<file path="src/verilog/fsp_defs.svh">
`ifndef FSP_DEFS_SVH
`define FSP_DEFS_SVH
// ****************************************
// Register offsets
// ****************************************
`define FSP_OFF_CTRL 8'h00
`define FSP_OFF_BCLR 8'h04
`define FSP_OFF_ADDR_LO 8'h08
`define FSP_OFF_ADDR_HI 8'h0c
`define FSP_OFF_DATA_BASE 3'h1
// ****************************************
// Control fields
// ****************************************
`define FSP_CTRL_WEN_BIT 7
`define FSP_CTRL_MODE_MSB 6
`define FSP_CTRL_MODE_LSB 4
`define FSP_CTRL_UNLOCK_BIT 3
`define FSP_CTRL_WGO_BIT 2
`define FSP_CTRL_RDEN_BIT 1
`define FSP_CTRL_RGO_BIT 0
`define FSP_BCLR_BIT 0
`define FSP_MODE_RST 3'h7
`define FSP_REG_RST 8'h00
`define FSP_MODE_WRITE 3'h0
`define FSP_MODE_ERASE 3'h1
`define FSP_MODE_READ 3'h3
`define FSP_MODE_UNLOCK 3'h6
// ****************************************
// Unlock pattern and timing
// ****************************************
`define FSP_PAT0 8'h00
`define FSP_PAT1 8'h04
`define FSP_PAT2 8'h0d
`define FSP_PAT3 8'h09
`define FSP_PAT4 8'hc3
`define FSP_PAT5 8'h40
`define FSP_PAT_FIRST_IDX 3'h2
`define FSP_PAT_LAST_STEP 3'h5
`define FSP_TIMEOUT_US 300
`define FSP_SLOW_OSC_HZ 32000
`endif

</file>
<file path="src/verilog/fsp_pkg.sv">
package fsp_pkg;
  typedef enum logic {FSP_ST_IDLE, FSP_ST_BUSY} fsp_state_t;
  typedef enum logic [2:0] {
    FSP_CMD_NONE,
    FSP_CMD_ERASE,
    FSP_CMD_WRITE,
    FSP_CMD_READ,
    FSP_CMD_BUFCLR
  } fsp_cmd_t;
endpackage : fsp_pkg

</file>
<file path="src/verilog/fsp_top.sv">
// Operation
// - Buffer-clear bit set by software, hardware clears
// - Buffer-clear register bits 7..1 read zero
// - Low address register, read/write, resets zero
// - High address width follows memory size
// - Four 16-bit data words, byte registers
// - Unlock start runs a 300 us timeout
// - Timeout or bad pattern aborts, clears unlock
// - Good pattern sets write-enabled, clears unlock
// - Flash changes refused unless write-enabled
// - Clearing write-enabled flag blocks writes again
// - Small sizes erase 256-word blocks, high only
// - Block from high bits 2..0 or 3..0
// - Large sizes erase 32 or 64-word pages
// - Page number is high and upper low bits
// - Processor stalls while write or read pending
`timescale 1ns/1ps
`default_nettype none
`include "fsp_defs.svh"
module fsp_top #(
  parameter int MEM_SIZE = 3,
  parameter int SLOW_HZ = `FSP_SLOW_OSC_HZ
) (
  // Clock and reset
  input wire logic mclk_i,
  input wire logic rst_b_i,
  // AHB-Lite slave
  input wire logic hsel_i,
  input wire logic [31:0] haddr_i,
  input wire logic [1:0] htrans_i,
  input wire logic hwrite_i,
  input wire logic [2:0] hsize_i,
  input wire logic [31:0] hwdata_i,
  input wire logic hready_i,
  output logic [31:0] hrdata_o,
  output logic hreadyout_o,
  output logic hresp_o,
  // Flash array
  output logic flash_req_o,
  output fsp_pkg::fsp_cmd_t flash_cmd_o,
  output logic [13:0] flash_addr_o,
  output logic [7:0] flash_erase_unit_o,
  output logic [63:0] flash_wdata_o,
  input wire logic [15:0] flash_rdata_i,
  input wire logic flash_done_i,
  // Slow oscillator and system
  input wire logic slow_osc_i,
  output logic cpu_stall_o,
  output logic write_enabled_o
);
  import fsp_pkg::*;
  logic ap_valid_q;
  logic ap_write_q;
  logic [7:0] ap_addr_q;
  logic wr_en;
  logic wr_ctrl;
  logic wr_data;
  logic [7:0] wbyte;
  logic wen_q;
  logic [2:0] mode_q;
  logic unlock_q;
  logic wgo_q;
  logic rden_q;
  logic rgo_q;
  logic bclr_q;
  logic [7:0] addr_lo_q;
  logic [5:0] addr_hi_q;
  logic [7:0] data_q [8];
  fsp_state_t state_q;
  fsp_cmd_t cmd_q;
  logic unl_start;
  logic unl_active;
  logic unl_pass;
  logic unl_fail;
  logic unl_timeout;
  logic wgo_clr;
  logic rgo_clr;
  logic bclr_clr;
  logic rd_load;
  function automatic logic [5:0] hi_mask(input int sz);
    case (sz)
      0: hi_mask = 6'h07;
      1: hi_mask = 6'h0f;
      2: hi_mask = 6'h1f;
      default: hi_mask = 6'h3f;
    endcase
  endfunction : hi_mask
  function automatic logic [7:0] erase_unit(input int sz, input logic [5:0] hi,
                                            input logic [7:0] lo);
    case (sz)
      0: erase_unit = {5'h00, hi[2:0]};
      1: erase_unit = {4'h0, hi[3:0]};
      2: erase_unit = {hi[4:0], lo[7:5]};
      default: erase_unit = {hi[5:0], lo[7:6]};
    endcase
  endfunction : erase_unit
  // ****************************************
  // Bus address phase
  // ****************************************
  always_ff @(posedge mclk_i or negedge rst_b_i)
  begin
    if (!rst_b_i)
    begin
      ap_valid_q <= 1'b0;
      ap_write_q <= 1'b0;
      ap_addr_q <= 8'h00;
    end
    else if (hready_i)
    begin
      ap_valid_q <= hsel_i & htrans_i[1];
      ap_write_q <= hwrite_i;
      ap_addr_q <= haddr_i[7:0];
    end
  end
  assign hreadyout_o = 1'b1;
  assign hresp_o = 1'b0;
  assign wr_en = ap_valid_q & ap_write_q;
  assign wbyte = hwdata_i[7:0];
  assign wr_ctrl = wr_en && ap_addr_q == `FSP_OFF_CTRL;
  assign wr_data = wr_en && ap_addr_q[7:5] == `FSP_OFF_DATA_BASE && ap_addr_q[1:0] == 2'h0;
  assign unl_start = wr_ctrl && wbyte[`FSP_CTRL_UNLOCK_BIT]
    && wbyte[`FSP_CTRL_MODE_MSB:`FSP_CTRL_MODE_LSB] == `FSP_MODE_UNLOCK;
  // ****************************************
  // Read mux
  // ****************************************
  always_comb
  begin
    hrdata_o = 32'h0000_0000;
    if (ap_addr_q == `FSP_OFF_CTRL)
      hrdata_o[7:0] = {wen_q, mode_q, unlock_q, wgo_q, rden_q, rgo_q};
    else if (ap_addr_q == `FSP_OFF_BCLR)
      hrdata_o[7:0] = {7'h00, bclr_q};
    else if (ap_addr_q == `FSP_OFF_ADDR_LO)
      hrdata_o[7:0] = addr_lo_q;
    else if (ap_addr_q == `FSP_OFF_ADDR_HI)
      hrdata_o[7:0] = {2'h0, addr_hi_q};
    else if (ap_addr_q[7:5] == `FSP_OFF_DATA_BASE && ap_addr_q[1:0] == 2'h0)
      hrdata_o[7:0] = data_q[ap_addr_q[4:2]];
  end
  // ****************************************
  // Control register
  // ****************************************
  always_ff @(posedge mclk_i or negedge rst_b_i)
  begin
    if (!rst_b_i)
    begin
      wen_q <= 1'b0;
      mode_q <= `FSP_MODE_RST;
      unlock_q <= 1'b0;
      wgo_q <= 1'b0;
      rden_q <= 1'b0;
      rgo_q <= 1'b0;
    end
    else
    begin
      if (unl_pass)
        wen_q <= 1'b1;
      else if (wr_ctrl && !wbyte[`FSP_CTRL_WEN_BIT])
        wen_q <= 1'b0;
      if ((unl_pass || unl_fail) && !unl_start)
        unlock_q <= 1'b0;
      else if (wr_ctrl)
        unlock_q <= wbyte[`FSP_CTRL_UNLOCK_BIT];
      if (wr_ctrl)
      begin
        mode_q <= wbyte[`FSP_CTRL_MODE_MSB:`FSP_CTRL_MODE_LSB];
        rden_q <= wbyte[`FSP_CTRL_RDEN_BIT];
      end
      if (wr_ctrl && wbyte[`FSP_CTRL_WGO_BIT])
        wgo_q <= 1'b1;
      else if (wgo_clr)
        wgo_q <= 1'b0;
      if (wr_ctrl && wbyte[`FSP_CTRL_RGO_BIT])
        rgo_q <= 1'b1;
      else if (rgo_clr)
        rgo_q <= 1'b0;
    end
  end
  // ****************************************
  // Buffer clear and address registers
  // ****************************************
  always_ff @(posedge mclk_i or negedge rst_b_i)
  begin
    if (!rst_b_i)
      bclr_q <= 1'b0;
    else if (wr_en && ap_addr_q == `FSP_OFF_BCLR && wbyte[`FSP_BCLR_BIT])
      bclr_q <= 1'b1;
    else if (bclr_clr)
      bclr_q <= 1'b0;
  end
  always_ff @(posedge mclk_i or negedge rst_b_i)
  begin
    if (!rst_b_i)
    begin
      addr_lo_q <= `FSP_REG_RST;
      addr_hi_q <= 6'h00;
    end
    else
    begin
      if (wr_en && ap_addr_q == `FSP_OFF_ADDR_LO)
        addr_lo_q <= wbyte;
      if (wr_en && ap_addr_q == `FSP_OFF_ADDR_HI)
        addr_hi_q <= wbyte[5:0] & hi_mask(MEM_SIZE);
    end
  end
  // ****************************************
  // Data word registers
  // ****************************************
  always_ff @(posedge mclk_i or negedge rst_b_i)
  begin
    if (!rst_b_i)
    begin
      for (int i = 0; i < 8; i++)
        data_q[i] <= `FSP_REG_RST;
    end
    else if (rd_load)
    begin
      data_q[0] <= flash_rdata_i[7:0];
      data_q[1] <= flash_rdata_i[15:8];
    end
    else if (wr_data)
      data_q[ap_addr_q[4:2]] <= wbyte;
  end
  // ****************************************
  // Unlock sequence
  // ****************************************
  fsp_timeout #(
    .SLOW_HZ(SLOW_HZ)
  ) fsp_timeout_inst (
    .mclk_i(mclk_i),
    .rst_b_i(rst_b_i),
    .slow_osc_i(slow_osc_i),
    .run_i(unl_active && !unl_start),
    .expired_o(unl_timeout)
  );
  fsp_unlock fsp_unlock_inst (
    .mclk_i(mclk_i),
    .rst_b_i(rst_b_i),
    .start_i(unl_start),
    .data_wr_i(wr_data),
    .data_idx_i(ap_addr_q[4:2]),
    .data_byte_i(wbyte),
    .timeout_i(unl_timeout),
    .active_o(unl_active),
    .pass_o(unl_pass),
    .fail_o(unl_fail)
  );
  // ****************************************
  // Flash operation sequencer
  // ****************************************
  always_comb
  begin
    wgo_clr = 1'b0;
    rgo_clr = 1'b0;
    bclr_clr = 1'b0;
    rd_load = 1'b0;
    if (state_q == FSP_ST_IDLE)
    begin
      if (!bclr_q && wgo_q && !(wen_q && (mode_q == `FSP_MODE_WRITE
          || mode_q == `FSP_MODE_ERASE)))
        wgo_clr = 1'b1;
      if (!bclr_q && !wgo_q && rgo_q && !(rden_q && mode_q == `FSP_MODE_READ))
        rgo_clr = 1'b1;
    end
    else if (flash_done_i)
    begin
      case (cmd_q)
        FSP_CMD_BUFCLR: bclr_clr = 1'b1;
        FSP_CMD_READ:
        begin
          rgo_clr = 1'b1;
          rd_load = 1'b1;
        end
        FSP_CMD_ERASE: wgo_clr = 1'b1;
        FSP_CMD_WRITE: wgo_clr = 1'b1;
        default: wgo_clr = 1'b0;
      endcase
    end
  end
  always_ff @(posedge mclk_i or negedge rst_b_i)
  begin
    if (!rst_b_i)
    begin
      state_q <= FSP_ST_IDLE;
      cmd_q <= FSP_CMD_NONE;
    end
    else
    begin
      case (state_q)
        FSP_ST_IDLE:
        begin
          if (bclr_q)
          begin
            state_q <= FSP_ST_BUSY;
            cmd_q <= FSP_CMD_BUFCLR;
          end
          else if (wgo_q && !wgo_clr)
          begin
            state_q <= FSP_ST_BUSY;
            cmd_q <= (mode_q == `FSP_MODE_ERASE) ? FSP_CMD_ERASE : FSP_CMD_WRITE;
          end
          else if (rgo_q && !rgo_clr)
          begin
            state_q <= FSP_ST_BUSY;
            cmd_q <= FSP_CMD_READ;
          end
        end
        FSP_ST_BUSY:
        begin
          if (flash_done_i)
          begin
            state_q <= FSP_ST_IDLE;
            cmd_q <= FSP_CMD_NONE;
          end
        end
        default:
        begin
          state_q <= FSP_ST_IDLE;
          cmd_q <= FSP_CMD_NONE;
        end
      endcase
    end
  end
  assign flash_req_o = state_q == FSP_ST_BUSY;
  assign flash_cmd_o = cmd_q;
  assign flash_addr_o = {addr_hi_q, addr_lo_q};
  assign flash_erase_unit_o = erase_unit(MEM_SIZE, addr_hi_q, addr_lo_q);
  assign flash_wdata_o = {data_q[7], data_q[6], data_q[5], data_q[4],
                          data_q[3], data_q[2], data_q[1], data_q[0]};
  assign cpu_stall_o = wgo_q | rgo_q;
  assign write_enabled_o = wen_q;
  // ****************************************
  // Assertions
  // ****************************************
  property p_bclr_hi_zero;
    @(posedge mclk_i) disable iff (!rst_b_i)
    ap_valid_q && !ap_write_q && ap_addr_q == `FSP_OFF_BCLR |-> hrdata_o[31:1] == 31'h0;
  endproperty
  a_bclr_hi_zero: assert property (p_bclr_hi_zero)
    else $error("buffer clear upper bits not zero");
  property p_bclr_done;
    @(posedge mclk_i) disable iff (!rst_b_i)
    flash_req_o && cmd_q == FSP_CMD_BUFCLR && flash_done_i |=> !bclr_q && !flash_req_o;
  endproperty
  a_bclr_done: assert property (p_bclr_done)
    else $error("buffer clear bit not cleared on done");
  property p_pass;
    @(posedge mclk_i) disable iff (!rst_b_i)
    unl_pass |=> wen_q && !unlock_q;
  endproperty
  a_pass: assert property (p_pass)
    else $error("unlock pass did not enable writes");
  property p_fail;
    @(posedge mclk_i) disable iff (!rst_b_i)
    unl_fail |=> !unlock_q && wen_q == $past(wen_q);
  endproperty
  a_fail: assert property (p_fail)
    else $error("unlock fail changed write flag");
  property p_bad_byte;
    @(posedge mclk_i) disable iff (!rst_b_i)
    unl_active && !unl_timeout && wr_data && ap_addr_q[4:2] == 3'h2 && wbyte != `FSP_PAT0
      |=> unl_fail ##1 !unlock_q;
  endproperty
  a_bad_byte: assert property (p_bad_byte)
    else $error("wrong pattern byte not rejected");
  property p_refuse;
    @(posedge mclk_i) disable iff (!rst_b_i)
    (state_q == FSP_ST_IDLE && !bclr_q && wgo_q && !wen_q) |=> !flash_req_o && !wgo_q;
  endproperty
  a_refuse: assert property (p_refuse)
    else $error("write started while locked");
  property p_wen_clear;
    @(posedge mclk_i) disable iff (!rst_b_i)
    wr_ctrl && !wbyte[`FSP_CTRL_WEN_BIT] && !unl_pass |=> !wen_q;
  endproperty
  a_wen_clear: assert property (p_wen_clear)
    else $error("write flag not cleared by software");
  property p_stall;
    @(posedge mclk_i) disable iff (!rst_b_i)
    wr_ctrl && (wbyte[`FSP_CTRL_WGO_BIT] || wbyte[`FSP_CTRL_RGO_BIT]) |=> cpu_stall_o;
  endproperty
  a_stall: assert property (p_stall)
    else $error("processor not stalled");
  property p_block_lo_ignored;
    @(posedge mclk_i) disable iff (!rst_b_i)
    $changed(addr_lo_q) && $stable(addr_hi_q) && (MEM_SIZE < 2 || $stable(addr_lo_q[7:6])
      && (MEM_SIZE > 2 || $stable(addr_lo_q[5]))) |-> $stable(flash_erase_unit_o);
  endproperty
  a_block_lo_ignored: assert property (p_block_lo_ignored)
    else $error("block number depends on low address");
  property p_start;
    @(posedge mclk_i) disable iff (!rst_b_i)
    unl_start |=> unl_active && unlock_q;
  endproperty
  a_start: assert property (p_start)
    else $error("unlock did not start");
  c_pass: cover property (@(posedge mclk_i) disable iff (!rst_b_i) unl_pass);
  c_timeout: cover property (@(posedge mclk_i) disable iff (!rst_b_i) unl_timeout && unl_active);
  c_erase: cover property (@(posedge mclk_i) disable iff (!rst_b_i)
    flash_req_o && cmd_q == FSP_CMD_ERASE && flash_done_i);
  c_read: cover property (@(posedge mclk_i) disable iff (!rst_b_i) rd_load);
endmodule : fsp_top
`default_nettype wire

</file>
<file path="src/verilog/fsp_timeout.sv">
`timescale 1ns/1ps
`default_nettype none
`include "fsp_defs.svh"
module fsp_timeout #(
  parameter int SLOW_HZ = `FSP_SLOW_OSC_HZ
) (
  // Clock and reset
  input wire logic mclk_i,
  input wire logic rst_b_i,
  // Slow oscillator and control
  input wire logic slow_osc_i,
  input wire logic run_i,
  output logic expired_o
);
  localparam int TICKS = (`FSP_TIMEOUT_US * SLOW_HZ + 999999) / 1000000;
  localparam logic [15:0] TICKS_W = 16'(TICKS < 1 ? 1 : TICKS);
  logic sync1_q;
  logic sync2_q;
  logic sync3_q;
  logic [15:0] cnt_q;
  logic tick;
  // ****************************************
  // Slow clock synchroniser
  // ****************************************
  always_ff @(posedge mclk_i or negedge rst_b_i)
  begin
    if (!rst_b_i)
    begin
      sync1_q <= 1'b0;
      sync2_q <= 1'b0;
      sync3_q <= 1'b0;
    end
    else
    begin
      sync1_q <= slow_osc_i;
      sync2_q <= sync1_q;
      sync3_q <= sync2_q;
    end
  end
  assign tick = sync2_q & ~sync3_q;
  // ****************************************
  // Timeout counter
  // ****************************************
  always_ff @(posedge mclk_i or negedge rst_b_i)
  begin
    if (!rst_b_i)
    begin
      cnt_q <= 16'h0000;
      expired_o <= 1'b0;
    end
    else
    begin
      expired_o <= 1'b0;
      if (!run_i)
        cnt_q <= 16'h0000;
      else if (tick)
      begin
        if (cnt_q == TICKS_W - 16'h0001)
        begin
          expired_o <= 1'b1;
          cnt_q <= 16'h0000;
        end
        else
          cnt_q <= cnt_q + 16'h0001;
      end
    end
  end
endmodule : fsp_timeout
`default_nettype wire

</file>
<file path="src/verilog/fsp_unlock.sv">
`timescale 1ns/1ps
`default_nettype none
`include "fsp_defs.svh"
module fsp_unlock (
  // Clock and reset
  input wire logic mclk_i,
  input wire logic rst_b_i,
  // Sequence inputs
  input wire logic start_i,
  input wire logic data_wr_i,
  input wire logic [2:0] data_idx_i,
  input wire logic [7:0] data_byte_i,
  input wire logic timeout_i,
  // Sequence results
  output logic active_o,
  output logic pass_o,
  output logic fail_o
);
  logic [2:0] step_q;
  function automatic logic [7:0] pat_byte(input logic [2:0] s);
    case (s)
      3'h0: pat_byte = `FSP_PAT0;
      3'h1: pat_byte = `FSP_PAT1;
      3'h2: pat_byte = `FSP_PAT2;
      3'h3: pat_byte = `FSP_PAT3;
      3'h4: pat_byte = `FSP_PAT4;
      default: pat_byte = `FSP_PAT5;
    endcase
  endfunction : pat_byte
  // ****************************************
  // Pattern tracker
  // ****************************************
  always_ff @(posedge mclk_i or negedge rst_b_i)
  begin
    if (!rst_b_i)
    begin
      active_o <= 1'b0;
      step_q <= 3'h0;
      pass_o <= 1'b0;
      fail_o <= 1'b0;
    end
    else
    begin
      pass_o <= 1'b0;
      fail_o <= 1'b0;
      if (start_i)
      begin
        active_o <= 1'b1;
        step_q <= 3'h0;
      end
      else if (active_o && timeout_i)
      begin
        active_o <= 1'b0;
        fail_o <= 1'b1;
      end
      else if (active_o && data_wr_i)
      begin
        if (data_idx_i == step_q + `FSP_PAT_FIRST_IDX && data_byte_i == pat_byte(step_q))
        begin
          if (step_q == `FSP_PAT_LAST_STEP)
          begin
            active_o <= 1'b0;
            pass_o <= 1'b1;
          end
          else
            step_q <= step_q + 3'h1;
        end
        else
        begin
          active_o <= 1'b0;
          fail_o <= 1'b1;
        end
      end
    end
  end
endmodule : fsp_unlock
`default_nettype wire

</file>
<file path="config.mk">
export PLATFORM = sky130hd
export DESIGN_NAME = fsp_top
export DESIGN_NICKNAME = d
export VERILOG_FILES = /design/src/verilog/fsp_pkg.sv /design/src/verilog/fsp_top.sv /design/src/verilog/fsp_timeout.sv /design/src/verilog/fsp_unlock.sv
export VERILOG_INCLUDE_DIRS = /design/src /design/src/verilog
export SDC_FILE = /design/constraint.sdc
export NUM_CORES = 1
export LEC_CHECK = 0
export ABC_AREA = 1
export BUFFER_PORTS_ARGS = -buffer_cell sky130_fd_sc_hd__clkbuf_2
export CAP_MARGIN = 20
export CELL_PAD_IN_SITES_DETAIL_PLACEMENT = 1
export CELL_PAD_IN_SITES_GLOBAL_PLACEMENT = 2
export CORE_AREA = 3 3 170 156
export DETAILED_ROUTE_END_ITERATION = 12
export DIE_AREA = 0 0 173 159
export PLACE_DENSITY = 0.8
export RECOVER_POWER = 50
export SLEW_MARGIN = 20
export SYNTH_ARGS = -nofsm -noshare
export SYNTH_HDL_FRONTEND = slang
export SYNTH_SLANG_ARGS = --single-unit
</file>
<file path="constraint.sdc">
create_clock -name mclk_i -period 3.2 [get_ports mclk_i]
set_input_delay 0.48 -clock mclk_i [delete_from_list [all_inputs] [get_ports mclk_i]]
set_output_delay 0.48 -clock mclk_i [all_outputs]
set_load 0.05 [all_outputs]
</file>
==> results_dict.tcl <==
set metrics [dict create \
    status "complete, but fails checks" \
    failed_checks "capacitance limit, slew limit" \
    grt_pass1_wl_um 38600 \
    rsz0062_at_grt "no" \
    final_util 0.337 \
    area_delta_synth_final_pct 21.1 \
    ys_seq_area_frac 0.459 \
    regToRegStartpoint "ap_addr_q[2]" \
    ir_worst_vdd_v 0.000293 \
    num_vias 6381 \
    start_util 0.278 \
    die_area_um2 27500 \
    diodes 0 \
    cts-resized-gates 0 \
    cp-endpoint "hrdata_o[6]" \
    nFillCells 3109 \
    p_switching_mw 2.21 \
    avgViaCountPerCell 4.65 \
    critPathMaxFanout 8 \
    post-dp-hpwl_um 18200 \
    dr.pass1.iters 4 \
    antenna_left 0 \
    crit_chain "inv_1, nor2_4, nand4_1, inv_1, nand2_1, o211ai_1, clkbuf_2" \
    p_int_mw 3.11 \
    antenna_found_initial 0 \
    place_area_um2 7860 \
    setup_violations 0 \
    grt_max_degree 52 \
    syn-cell-area_um2 6930 \
    ys_top_cells_by_area "dfrtp_1, nand2_1, nand3_1" \
    seqCellArea_um2 3180 \
    critPathKind "flop to output pin" \
    insertion_delay_ns 0.44 \
    fin_crit_sh 0.938 \
    switching_share 0.415 \
    routed_wl_um 24600 \
    cp_num_buf_inv 3 \
    yosysWarnings 0 \
    finalMaxSlewViolations 29 \
    synth_top_area_share 0.448 \
    numPortBuffers 139 \
    chipWidth_um 173 \
    leakage_nw 4.18 \
    r2r_setup_slack_ns 0.95 \
    crit_slowest_cell "dfrtp_1" \
    ys_types 42 \
    ys_ff_latch 127 \
    htreeDepth 4 \
    post-route-min-period_ns 3.00 \
    avgSynthCellArea_um2 7.92 \
    grt_overflow 0 \
    combinationalPowerShare 0.266 \
    timing.critical_path.arrival_ns 2.52 \
    clkSinkCount 127 \
    path_depth 7 \
    clk_pin_slew_ns 0.07 \
    startpoint "ap_addr_q[3]" \
    end_kind "output pin" \
    postSynthCellCount 875 \
    sequentialPowerShare 0.369 \
    critPathRequiredTime_ns 2.72 \
    multi_input_area_um2 3110 \
    track_usage 0.179 \
    drt-initial-drc-count 500 \
    ios 218 \
    reg2reg_depth 11 \
    power_density_nw_per_um2 635 \
    yosysMostFrequentCell "nand2_1" \
    drc 0 \
    rows 55 \
    synth_edf_count 0 \
    fmax_ghz 0.333 \
    critPathLaunchType "flop" \
    yosys.area.top_type "dfrtp_1" \
    wl_per_cell_um 17.9 \
    crit_family "buffers and inverters" \
    whs_path_depth 1 \
    fin_nets 1115 \
    cts_tree "done" \
    fin_worst_skew_ns 0.0141 \
    power_mw 5.33 \
    slew_headroom -0.0237 \
    grt_pass1_vias 6555 \
    clkPwrFrac 0.365 \
    cap_violations 1 \
    gp_congestion 0.800 \
    cts_made_buffers 17 \
    async_flop_share 1.00 \
    hold_path.class "input pin to flop" \
    max_slew.worst_pin.slew_ns 1.54 \
    synth-main-ff-cell "dfrtp_1" \
    clockBufferDepth 2 \
    slowest_delay_ns 0.47 \
    cts_hold_buf 0 \
    final_cell_area_um2 8390 \
    final_layout_size_suffix_gt1_frac 0.179 \
    ctsRootBufferMaster "clkbuf_16" \
    r2r_end "fsp_unlock_inst.step_q[0]" \
    die_h_um 159 \
    ys_top_cells_by_count "nand2_1, dfrtp_1, nand3_1" \
    finalHoldViolCount 0 \
    core_um2 24900 \
    crit_top_cell "inv_1" \
    fin_setup_tns_ns 0 \
]
==> state kept, by name, summed over array words and instances, names as in the netlist, 3 cells and up <==
register	flops
flash_wdata_o	64
fsp_timeout_inst.cnt_q	16
addr_lo_q	8
ap_addr_q	8
addr_hi_q	6
flash_cmd_o	3
fsp_unlock_inst.step_q	3
mode_q	3
==> through the flow <==
step                      hold slack, ns  setup WS, ns  cells
final                              0.154         0.198   1371
after global routing               0.129        0.0356   1371
after CTS                         0.0847         0.197   1369
after detailed placement           0.336         0.666   1337
after global placement             0.332         0.690   1337
after floorplan                    0.184         0.824    899
==> metal layers <==
metal,global-route usage,share of wire,vias to the layer above
met3,0.0482,0.059,21
li1,-,-,3100
met1,0.247,0.47,3079
met2,0.283,0.46,181
met4,0.0391,0.013,0
met5,0,0,-
==> power by group through the flow <==
| stage | clock network, mW | registers (mW) | logic [mW] |
|---|---|---|---|
| floorplan | 0 | 2.45 | 0.546 |
| global placement | 0 | 1.99 | 1.43 |
| detailed placement | 0 | 2.00 | 1.45 |
| CTS | 1.99 | 1.97 | 1.45 |
| global route | 2.07 | 1.99 | 1.52 |
| finish | 1.94 | 1.97 | 1.41 |
==> cells by family after synthesis <==
| kind of cell | share of synthesized area |
|---|---|
| mux | 0.00163 |
| flops | 0.459 |
| simple gates | 0.309 |
| compound gates | 0.0990 |
| fa+ha+maj | 0.0126 |
| other cells | 0.00108 |
| xor+xnor | 0.0126 |
| buf+inv | 0.105 |
==> final cells by class <==
type	instances	share of cell area
Clock inverter	15	0.0195
Tap cell	342	0.0510
Clock buffer	17	0.0507
Timing Repair Buffer	158	0.0926
Multi-Input combinational cell	633	0.371
Sequential cell	127	0.379
Inverter	79	0.0359
==> worst min-delay path by stage <==
stage / start / endpoint
3_5_place_dp: fsp_timeout_inst.sync1_q / fsp_timeout_inst.sync2_q
6_report: slow_osc_i / fsp_timeout_inst.sync1_q
3_3_place_gp: fsp_timeout_inst.sync1_q / fsp_timeout_inst.sync2_q
4_1_cts: rst_b_i / flash_wdata_o[60]
5_1_grt: slow_osc_i / fsp_timeout_inst.sync1_q
2_1_floorplan: rst_b_i / addr_hi_q[0]
==> cells in the final DEF (no fill, tap or decap), types with 5 or more instances in the layout <==
master,synthesis,layout
nand3_1,105,105
dfrtp_1,124,124
o21ai_0,43,43
nand2_1,264,264
clkbuf_2,0,102
nor2_1,42,42
buf_4,38,15
ha_1,7,7
nand4_4,6,6
clkbuf_1,10,41
xor2_1,8,8
nand4_1,15,15
inv_1,70,75
o21ai_2,5,5
o21ai_1,53,53
nor3_1,9,9
inv_6,0,6
conb_1,2,26
a21oi_1,18,18
clkbuf_16,0,17
==> what timing repair did <==
item | 4_1_cts | 5_1_grt
setup endpoints to repair | 0 | 1
hold endpoints to repair | 0 | 0
setup buffers | 0 | 2
No activity file was read; power rests on OpenSTA's default activity.
